## src/rtl/sbs_map.vh

```
// Purpose: Constants for the sensorless startup sequencer.
// Assumes: Plain Verilog-2005 include by bare name.
// Notes:   Definitions only.
`ifndef SBS_MAP_VH
`define SBS_MAP_VH
`define SBS_MODE_ALIGN 2'h0
`define SBS_MODE_RAMP  2'h1
`define SBS_MODE_RUN   2'h2
`define SBS_ST_R 3'h0
`define SBS_ST_A 3'h1
`define SBS_ST_B 3'h2
`define SBS_ST_C 3'h3
`define SBS_ST_D 3'h4
`define SBS_ST_E 3'h5
`define SBS_ST_F 3'h6
`define SBS_SEL_NONE 2'h0
`define SBS_SEL_A    2'h1
`define SBS_SEL_B    2'h2
`define SBS_SEL_C    2'h3
`define SBS_SYNC_W   2
`endif

```

## src/rtl/sbs_phase_table.v

```verilog
// Purpose: Decode of a commutation state into bridge drives and sampler select.
// Assumes: State codes from sbs_map.vh; outputs are registered.
// Notes:   Low drives active high, high drives active low.
`timescale 1ns/1ps
`include "sbs_map.vh"
module sbs_phase_table (
  input  wire       core_clk, // System clock.
  input  wire       sys_rst,  // Asynchronous reset, active high.
  input  wire       clk_en,   // Freezes state while low.
  input  wire [2:0] state,    // Commutation state code.
  output reg  [2:0] low_drv,  // Low drives c,b,a, active high.
  output reg  [2:0] high_n,   // High drives c,b,a, active low.
  output reg  [1:0] sel       // Sampled phase select.
);
  reg [2:0] lo_next;
  reg [2:0] hi_next;
  reg [1:0] sel_next;

  // Table of on-switches per state; bit0 is phase a.
  always @* begin
    lo_next  = 3'b010;
    hi_next  = 3'b101;
    sel_next = `SBS_SEL_NONE;
    case (state)
      `SBS_ST_A: begin lo_next = 3'b100; hi_next = 3'b001;
        sel_next = `SBS_SEL_B; end
      `SBS_ST_B: begin lo_next = 3'b100; hi_next = 3'b010;
        sel_next = `SBS_SEL_A; end
      `SBS_ST_C: begin lo_next = 3'b001; hi_next = 3'b010;
        sel_next = `SBS_SEL_C; end
      `SBS_ST_D: begin lo_next = 3'b001; hi_next = 3'b100;
        sel_next = `SBS_SEL_B; end
      `SBS_ST_E: begin lo_next = 3'b010; hi_next = 3'b100;
        sel_next = `SBS_SEL_A; end
      `SBS_ST_F: begin lo_next = 3'b010; hi_next = 3'b001;
        sel_next = `SBS_SEL_C; end
      default: begin lo_next = 3'b010; hi_next = 3'b101;
        sel_next = `SBS_SEL_NONE; end
    endcase
  end

  // Register outputs; reset shows the align pattern at once.
  always @(posedge core_clk or posedge sys_rst) begin
    if (sys_rst) begin
      low_drv <= 3'b010;
      high_n  <= 3'b010;
      sel     <= `SBS_SEL_NONE;
    end else if (clk_en) begin
      low_drv <= lo_next;
      high_n  <= ~hi_next;
      sel     <= sel_next;
    end
  end
endmodule // sbs_phase_table

```

## src/rtl/sbs_startup_seq.v

```verilog
// Purpose: Align, ramp and run sequencing with commutation stepping.
// Assumes: Inputs synchronous to core_clk; oscillator arrives as a level.
// Notes:   Oscillator edges are detected after a two-stage synchroniser.
//          Drives trail a state change by two cycles; tighter phase
//          timing would need the table stage folded into the output flops.
`timescale 1ns/1ps
`include "sbs_map.vh"
module sbs_startup_seq (
  input  wire core_clk,              // System clock, 50 MHz.
  input  wire sys_rst,               // Asynchronous reset, active high.
  input  wire clk_en,                // Freezes all state while low.
  input  wire osc_in,                // Oscillator output level.
  input  wire align_timing_cap,      // Align comparator tripped, high.
  input  wire ramp_timing_cap,       // Ramp comparator tripped, high.
  input  wire dir_fwd,               // High forward, low reverse.
  input  wire phase_sense_a,         // Phase A sense level.
  input  wire phase_sense_b,         // Phase B sense level.
  input  wire phase_sense_c,         // Phase C sense level.
  output reg  low_drive_a,           // Low drive a, active high.
  output reg  low_drive_b,           // Low drive b, active high.
  output reg  low_drive_c,           // Low drive c, active high.
  output reg  high_drive_a_n,        // High drive a, active low.
  output reg  high_drive_b_n,        // High drive b, active low.
  output reg  high_drive_c_n,        // High drive c, active low.
  output reg  sampler_en,            // Back-EMF sampler enable.
  output reg  ramp_src_en,           // Ramp current source enable.
  output reg  sampled_phase,         // Selected phase sense level.
  output reg  [1:0] sample_sel,      // Selected phase code.
  output reg  [1:0] mode,            // Current mode code.
  output reg  commutation_clock_out  // Tachometer output.
);
  reg [`SBS_SYNC_W-1:0] osc_sync_reg;
  reg        osc_prev_reg;
  reg [1:0]  mode_reg;
  reg [1:0]  mode_next;
  reg [2:0]  state_reg;
  reg [2:0]  state_next;
  wire       osc_rise;
  wire [2:0] lo_w;
  wire [2:0] hi_w;
  wire [1:0] sel_w;

  // Mode codes as seen by the sequencing logic.
  localparam [1:0] MODE_ALIGN = `SBS_MODE_ALIGN;
  localparam [1:0] MODE_RAMP  = `SBS_MODE_RAMP;
  localparam [1:0] MODE_RUN   = `SBS_MODE_RUN;

  // Commutation states that the sequencer names directly; the others are
  // reached only by stepping.
  localparam [2:0] ST_RESET = `SBS_ST_R;
  localparam [2:0] ST_FIRST = `SBS_ST_A;
  localparam [2:0] ST_LAST  = `SBS_ST_F;

  // Pick the sense level named by a select code; no select gives a low.
  // The code given must match the drives now at the pins, otherwise a
  // driven rail would be read in place of the floating phase.
  function sbs_pick;
    input [1:0] sel;
    input       pa;
    input       pb;
    input       pc;
    begin
      case (sel)
        `SBS_SEL_A: sbs_pick = pa;
        `SBS_SEL_B: sbs_pick = pb;
        `SBS_SEL_C: sbs_pick = pc;
        default:    sbs_pick = 1'b0;
      endcase
    end
  endfunction

  // Next state in the chosen direction; reverse walks A from F backward.
  function [2:0] sbs_step;
    input [2:0] st;
    input       fwd;
    begin
      if (fwd)
        sbs_step = (st == `SBS_ST_F || st == `SBS_ST_R) ?
                   `SBS_ST_A : st + 3'h1;
      else
        sbs_step = (st == `SBS_ST_A || st == `SBS_ST_R) ?
                   `SBS_ST_F : st - 3'h1;
    end
  endfunction

  // Two flops align the oscillator; only the second is watched for edges.
  // The synchroniser limits the oscillator to at least one core cycle per
  // half period; faster edges would be merged and steps lost.
  always @(posedge core_clk or posedge sys_rst) begin
    if (sys_rst) begin
      osc_sync_reg <= {`SBS_SYNC_W{1'b0}};
      osc_prev_reg <= 1'b0;
    end else if (clk_en) begin
      osc_sync_reg <= {osc_sync_reg[0], osc_in};
      osc_prev_reg <= osc_sync_reg[`SBS_SYNC_W-1];
    end
  end
  assign osc_rise = osc_sync_reg[`SBS_SYNC_W-1] & ~osc_prev_reg;

  // Mode and commutation state decisions.
  // An align trip in the same cycle as an oscillator edge wins and that
  // edge is not stepped, so the ramp opens on ST_FIRST forward and on ST_LAST in reverse.
  always @* begin
    mode_next  = mode_reg;
    state_next = state_reg;
    case (mode_reg)
      MODE_ALIGN: begin
        state_next = ST_RESET;
        if (align_timing_cap) begin
          mode_next  = MODE_RAMP;
          state_next = dir_fwd ? ST_FIRST : ST_LAST;
        end
      end
      MODE_RAMP: begin
        if (osc_rise) begin
          state_next = sbs_step(state_reg, dir_fwd);
        end
        if (ramp_timing_cap) begin
          mode_next = MODE_RUN;
        end
      end
      MODE_RUN: begin
        // Comparator inputs are ignored here; only reset leaves run.
        if (osc_rise) begin
          state_next = sbs_step(state_reg, dir_fwd);
        end
      end
      default: begin
        mode_next  = MODE_ALIGN;
        state_next = ST_RESET;
      end
    endcase
  end

  // Mode and state registers; reset always returns to align.
  always @(posedge core_clk or posedge sys_rst) begin
    if (sys_rst) begin
      mode_reg  <= `SBS_MODE_ALIGN;
      state_reg <= `SBS_ST_R;
    end else if (clk_en) begin
      mode_reg  <= mode_next;
      state_reg <= state_next;
    end
  end

  sbs_phase_table u_table (
    .core_clk (core_clk),
    .sys_rst  (sys_rst),
    .clk_en   (clk_en),
    .state    (state_reg),
    .low_drv  (lo_w),
    .high_n   (hi_w),
    .sel      (sel_w)
  );

  // Drive and select flops: one cycle behind the table, so the pins and
  // the select code always change together.
  always @(posedge core_clk or posedge sys_rst) begin
    if (sys_rst) begin
      low_drive_a    <= 1'b0;
      low_drive_b    <= 1'b1;
      low_drive_c    <= 1'b0;
      high_drive_a_n <= 1'b0;
      high_drive_b_n <= 1'b1;
      high_drive_c_n <= 1'b0;
      sample_sel     <= `SBS_SEL_NONE;
    end else if (clk_en) begin
      {low_drive_c, low_drive_b, low_drive_a} <= lo_w;
      {high_drive_c_n, high_drive_b_n, high_drive_a_n} <= hi_w;
      sample_sel  <= sel_w;
    end
  end

  // Sampled level, taken with the select that is already at the pins, so
  // a phase is read only while the bridge leaves it floating. It trails
  // the drives by one cycle, which is cheaper than reading a driven rail.
  always @(posedge core_clk or posedge sys_rst) begin
    if (sys_rst) begin
      sampled_phase <= 1'b0;
    end else if (clk_en) begin
      sampled_phase <= sbs_pick(sample_sel, phase_sense_a,
                                phase_sense_b, phase_sense_c);
    end
  end

  // Mode, enables and tachometer flops.
  // The enables follow mode_reg in the same stage as the mode output, so
  // all three change on one edge.
  always @(posedge core_clk or posedge sys_rst) begin
    if (sys_rst) begin
      sampler_en     <= 1'b0;
      ramp_src_en    <= 1'b0;
      mode           <= MODE_ALIGN;
      commutation_clock_out <= 1'b0;
    end else if (clk_en) begin
      sampler_en  <= (mode_reg == MODE_RUN);
      ramp_src_en <= (mode_reg == MODE_RAMP);
      mode        <= mode_reg;
      // The tachometer is the synchronised level, a fixed delay behind.
      commutation_clock_out <= osc_sync_reg[`SBS_SYNC_W-1];
    end
  end
endmodule // sbs_startup_seq

```

## config.mk

```make
export PLATFORM = sky130hd
export DESIGN_NAME = sbs_startup_seq
export DESIGN_NICKNAME = d
export VERILOG_FILES = /design/src/rtl/sbs_phase_table.v /design/src/rtl/sbs_startup_seq.v
export VERILOG_INCLUDE_DIRS = /design/src /design/src/rtl
export SDC_FILE = /design/constraint.sdc
export NUM_CORES = 1
export LEC_CHECK = 0
export BUFFER_PORTS_ARGS = -buffer_cell sky130_fd_sc_hd__clkbuf_2
export CAP_MARGIN = 20
export CORE_MARGIN = 2
export CORE_UTILIZATION = 40
export CTS_CLUSTER_DIAMETER = 60
export CTS_CLUSTER_SIZE = 24
export DETAILED_ROUTE_END_ITERATION = 7
export GPL_TIMING_DRIVEN = 1
export HOLD_SLACK_MARGIN = 0.08
export SYNTH_ARGS = -nofsm -noshare
export SYNTH_HDL_FRONTEND = slang
export SYNTH_SLANG_ARGS = --single-unit
```

## constraint.sdc

```tcl
create_clock -name core_clk -period 2 [get_ports core_clk]
set_clock_uncertainty 0.1 [all_clocks]
set_input_delay 0.3 -clock core_clk [delete_from_list [all_inputs] [get_ports core_clk]]
set_output_delay 0.3 -clock core_clk [all_outputs]
set_load 0.01 [all_outputs]
```

After elaboration in Yosys (flattened, before gate mapping) --
Cells that the tools add are included.
Storage, ports and cells: bits in registers 29, input port bits 10, output and inout port bits 14
Operators by class: add/subtract/negate cells 2, equal/unequal tests 14, mux-type cells 14, bitwise gates (word level) 4, reductions and logical operators 15
Operator list (number):
- 3-bit two-way mux | 6
- 2-bit OR reduction | 9
- 2-bit case mux with 3 select lines | 2
- 3-bit case mux with 2 select lines | 2
- 3-bit equality test (second input constant) | 3
- 3-bit case mux with 3 select lines | 1
- 2-bit equality test (second input constant) | 3
- 3-bit by 2-bit equality test with 1-bit output (second input constant) | 2
- 2-bit by 1-bit equality test with 1-bit output (second input constant) | 2
- 2-bit two-way mux | 2
- 2-bit != test (second input constant) | 2
- 4-bit AND reduction | 1
- 3-bit by 1-bit adder with 3-bit output (second input constant) | 1
- 3-bit by 1-bit equality test with 1-bit output (second input constant) | 1
- 3-bit zero test | 1
- 3-bit inverter | 1
- 1-bit case mux with 3 select lines | 1
- 3-bit by 1-bit subtractor with 3-bit output (second input constant) | 1
- 2-bit zero test | 1
- 1-bit logical OR | 2
- 2-bit by 1-bit != test with 1-bit output (second input constant) | 1
- 1-bit inverter | 2
- 2-bit AND reduction | 1
- 1-bit bitwise AND | 1

Longest topological paths before layout --
word-level depth 6, depth in mapped cells 7

Modules after synthesis --
A second synthesis with hierarchy kept.
Unflattened totals: cells, all modules 132, area, all modules 1507.7 um2
Modules (own cells, without submodules):
- sbs_startup_seq | instances 1, cells each 91, area each 1098.6 um2
- sbs_phase_table | instances 1, cells each 41, area each 409.1 um2

Least setup slack after synthesis --
Ideal clock, no wire load.
kind register -> register, start point register state_reg[0], end point register state_reg[2], setup time 95 ps, arrival 1432 ps, required time 1805 ps, path slack 373 ps, cell stages (with the launch flop) 7, clock period less this slack 1627 ps, cells stage by stage dfrtp_1 inv_1 ha_1 ha_1 a31oi_1 a21oi_1 o31ai_1
Between the ends: word-level cells in the longest chain between the ends 6
Ends and longest elaborated chain:
- start: declaration | RTL line sbs_startup_seq.v:36 | reg [2:0] state_reg;
- start signal: assignment | RTL line sbs_startup_seq.v:139 | state_reg <= `SBS_ST_R;
- start signal: assignment | RTL line sbs_startup_seq.v:142 | state_reg <= state_next;
- branches (longest 3 deep; another with 3-bit by 1-bit subtractor with 3-bit output)
- 3-bit two-way mux * | RTL line sbs_startup_seq.v:77 | if (fwd)
- 3-bit two-way mux * | RTL line sbs_startup_seq.v:115 | if (osc_rise) begin
- 3-bit case mux with 2 select lines * | RTL line sbs_startup_seq.v:106 | case (mode_reg)
Every way passes the cells marked *. The select of a mux whose other input is x is not followed. A chain may end at the register's enable or synchronous reset.

Worst setup path after layout --
start point register state_reg[0], end point register state_reg[0]
Same word-level chain as after synthesis.

==> impl_metrics.tcl <==
set metrics [dict create \
    grt.total_usage_pct 13.6 \
    cap_violations 0 \
    drtIter0Drc 38 \
    placed_instance_area_sq_mm 0.00164 \
    drt_pass1_iterations 5 \
    slew_headroom_pct 71.3 \
    floorplan.die.width_um 64.7 \
    hold_viol_final 0 \
    port_buffers 23 \
    min_path_cells 2 \
    antenna_violations_before_repair 0 \
    layout_min_cycle_time_ps 1800 \
    detail_route.wl_per_cell_um 12.1 \
    diodes 0 \
    rsz0062_at_grt "false" \
    yosysUniqueCellTypes 30 \
    post_cts_repair_setup_buffers 0 \
    ant_nets 0 \
    placement_rows 22 \
    utilization_pct 48.5 \
    final_worst_path_cycle_share_pct 90.0 \
    tritoncts "yes" \
    detailedPlacementHpwl_um 1910 \
    via_density_per_instance 4.96 \
    clkSinkCount 29 \
    crit_path_end_kind "register" \
    layout-drive-gt1-share_pct 35.8 \
    outcome "finished clean" \
    io_pins 24 \
    detailroute.via_count 1027 \
    numCtsBuffers 5 \
    clock_tree.htree_level_count 2 \
    grt_max_degree 30 \
    yosysWarningCount 0 \
    drt_drc_violations_left 0 \
    chip_height_um 64.7 \
    largest_register_ffs 4 \
    worst_path_fanout_max 8 \
    synthToLayoutAreaGrowth_pct 18.7 \
    pwr_density_cell_mw_per_mm2 1460 \
    criticalPathCategory "reg2reg" \
    worst_setup_path_start_kind "register" \
    clockRootBuffer "clkbuf_8" \
    worst_ep_required_time_ps 2090 \
    slew_at_the_pin_closest_to_its_max_slew_limit_ps 427 \
    maximum_achievable_frequency_ghz 0.555 \
    n_fill_cell 344 \
    clock_path_buffers 2 \
    power.static_leakage_uw 0.000836 \
    die_outline_area_sq_mm 0.00418 \
    hp-class "in2reg" \
    synth_sequential_area_ratio_pct 49.6 \
    peakVddDrop_uv 514 \
    grt_first_pass_wirelength_um 4330 \
    postRouteWirelength_um 2500 \
    slew_viol_final 0 \
    initial_core_util_pct 40.8 \
    yosys.area.top_type_share_pct 42.5 \
    netlist_instances 129 \
    setup_tns_ps 0 \
    synth.net_count 150 \
    placed_cells_incl_taps 198 \
    num-nets-final 179 \
    layout.cell_area.non_filler_sq_mm 0.00175 \
    cell_types_occupying_the_most_area_after_synthesis "dfrtp_1 42%, mux2_2 13%, ha_1 9.3%, dfstp_2 7.1%, a21oi_1 3.1%" \
    core_area_sq_mm 0.00361 \
    netlist.top_cell.by_area "dfrtp_1" \
    final_cells 207 \
    gpl.final_weighted_congestion 0.781 \
    syn_area_sq_mm 0.00147 \
    setup_viol 0 \
    worst_skew_pair.late_latency_ps 280 \
    cp.arrival_ps 1890 \
    avgSynthCellArea_sq_um 11.4 \
    number_of_global_route_vias_before_repair 992 \
    worst_r2r_path_depth 6 \
    ys_seq_elements 29 \
    cts.reportedPaths.clkPinSlew_ps 60 \
    global_route.overflow_total 0 \
]
==> repair_timing <==
action,in CTS,in global routing
hold endpoints to repair,25,0
hold buffers,1,0
resized for setup,0,0
==> area by class of cell <==
class | count | area (sq um) | share of cell area, %
inverters | 11 | 41.3 | 2.36
repair buffers | 26 | 140 | 8.02
flip-flops and latches | 29 | 731 | 41.8
clock buffers | 7 | 96.3 | 5.51
clock inverters | 1 | 5.00 | 0.286
well taps | 48 | 60.1 | 3.44
multi-input cells | 85 | 674 | 38.6
==> routing by layer <==
metal	up-vias	GRT usage (%)	wire (um)
li1	508	-	-
met1	497	15.1	1080
met2	20	23.8	1280
met3	2	5.21	111
met4	0	4.79	27
met5	-	0	0
==> stage by stage <==
step                      hold WS (ps)  worst slack (ps)  power (uW)
after floorplan                    275               373        1750
after global placement             263               299        2000
after detailed placement           270               224        2050
after CTS                          146               202        2580
after global routing               161              81.5        2760
final                              152               199        2540
==> cells in the mapped netlist <==
cell and n:
a21boi_1 1, a21oi_1 9, a31oi_1 3, and2b_2 1, buf_2 3, buf_6 1, clkinv_1 1, dfrtp_1 25
dfstp_2 4, ha_1 11, inv_1 10, mux2_1 2, mux2_2 17, mux2i_1 3, nand2_1 8, nand2b_1 3
nand3_1 2, nor2_1 10, nor2b_1 1, nor3b_2 1, o21a_1 2, o21ai_0 1, o21ai_1 2, o221ai_1 1
o22a_1 1, o22ai_1 2, o311ai_1 1, o31ai_1 1, o31ai_2 1, o41ai_1 1
==> power by group <==
group / internal, uW / switching, uW / leakage (uW)
registers: 855 / 193 / 0.000347
clock network: 310 / 210 / 0.0000542
logic: 477 / 498 / 0.000435
total: 1640 / 901 / 0.000836
==> worst max-delay path: stages (launching register included) <==
cell     delay (ps)
dfrtp_1         480
inv_1           130
ha_1            260
ha_1            210
o21ai_0         220
a31oi_1         130
o31ai_2         180
==> layout by cell type (no fill, tap or decap) <==
cell / count
a31oi_1: 3
buf_4: 2
inv_1: 10
nand2b_1: 3
dfstp_2: 4
o311ai_1: 1
a21boi_1: 1
o41ai_1: 1
mux2_2: 17
o21ai_1: 2
clkbuf_2: 23
o31ai_2: 1
nor2_1: 10
nand2_1: 8
clkinv_2: 1
o21ai_0: 1
o22a_1: 1
o22ai_1: 2
clkbuf_8: 7
dfrtp_1: 25
mux2_1: 2
and2b_2: 1
nor3b_2: 1
mux2i_1: 3
nor2b_1: 1
nand3_1: 2
o31ai_1: 1
a21oi_1: 9
o21a_1: 2
o221ai_1: 1
ha_1: 11
dlygate4sd3_1: 1
clkinv_1: 1
==> worst paths after layout <==
path / start / to / slack (ps)
max in group asynchronous: sys_rst / u_table.high_n[1] / 970
min in group asynchronous: sys_rst / sampler_en / 510
setup reg to reg: state_reg[0] / state_reg[0] / 200
hold reg to reg: u_table.low_drv[1] / u_table.low_drv[1] / 370
hold / removal: osc_in / osc_sync_reg[0] / 150
setup / recovery: state_reg[0] / state_reg[0] / 200
==> cells by family (layout without fill, tap and decap cells) <==
family          count (synthesis)  after routing  share of synthesized area (%)
flops                          29             29                           49.6
compound gates                 26             26                           11.5
simple gates                   26             26                           8.41
mux                            22             22                           16.6
buf+inv                        15             45                           4.59
fa+ha+maj                      11             11                           9.35
No activity file was read; power rests on OpenSTA's default activity.
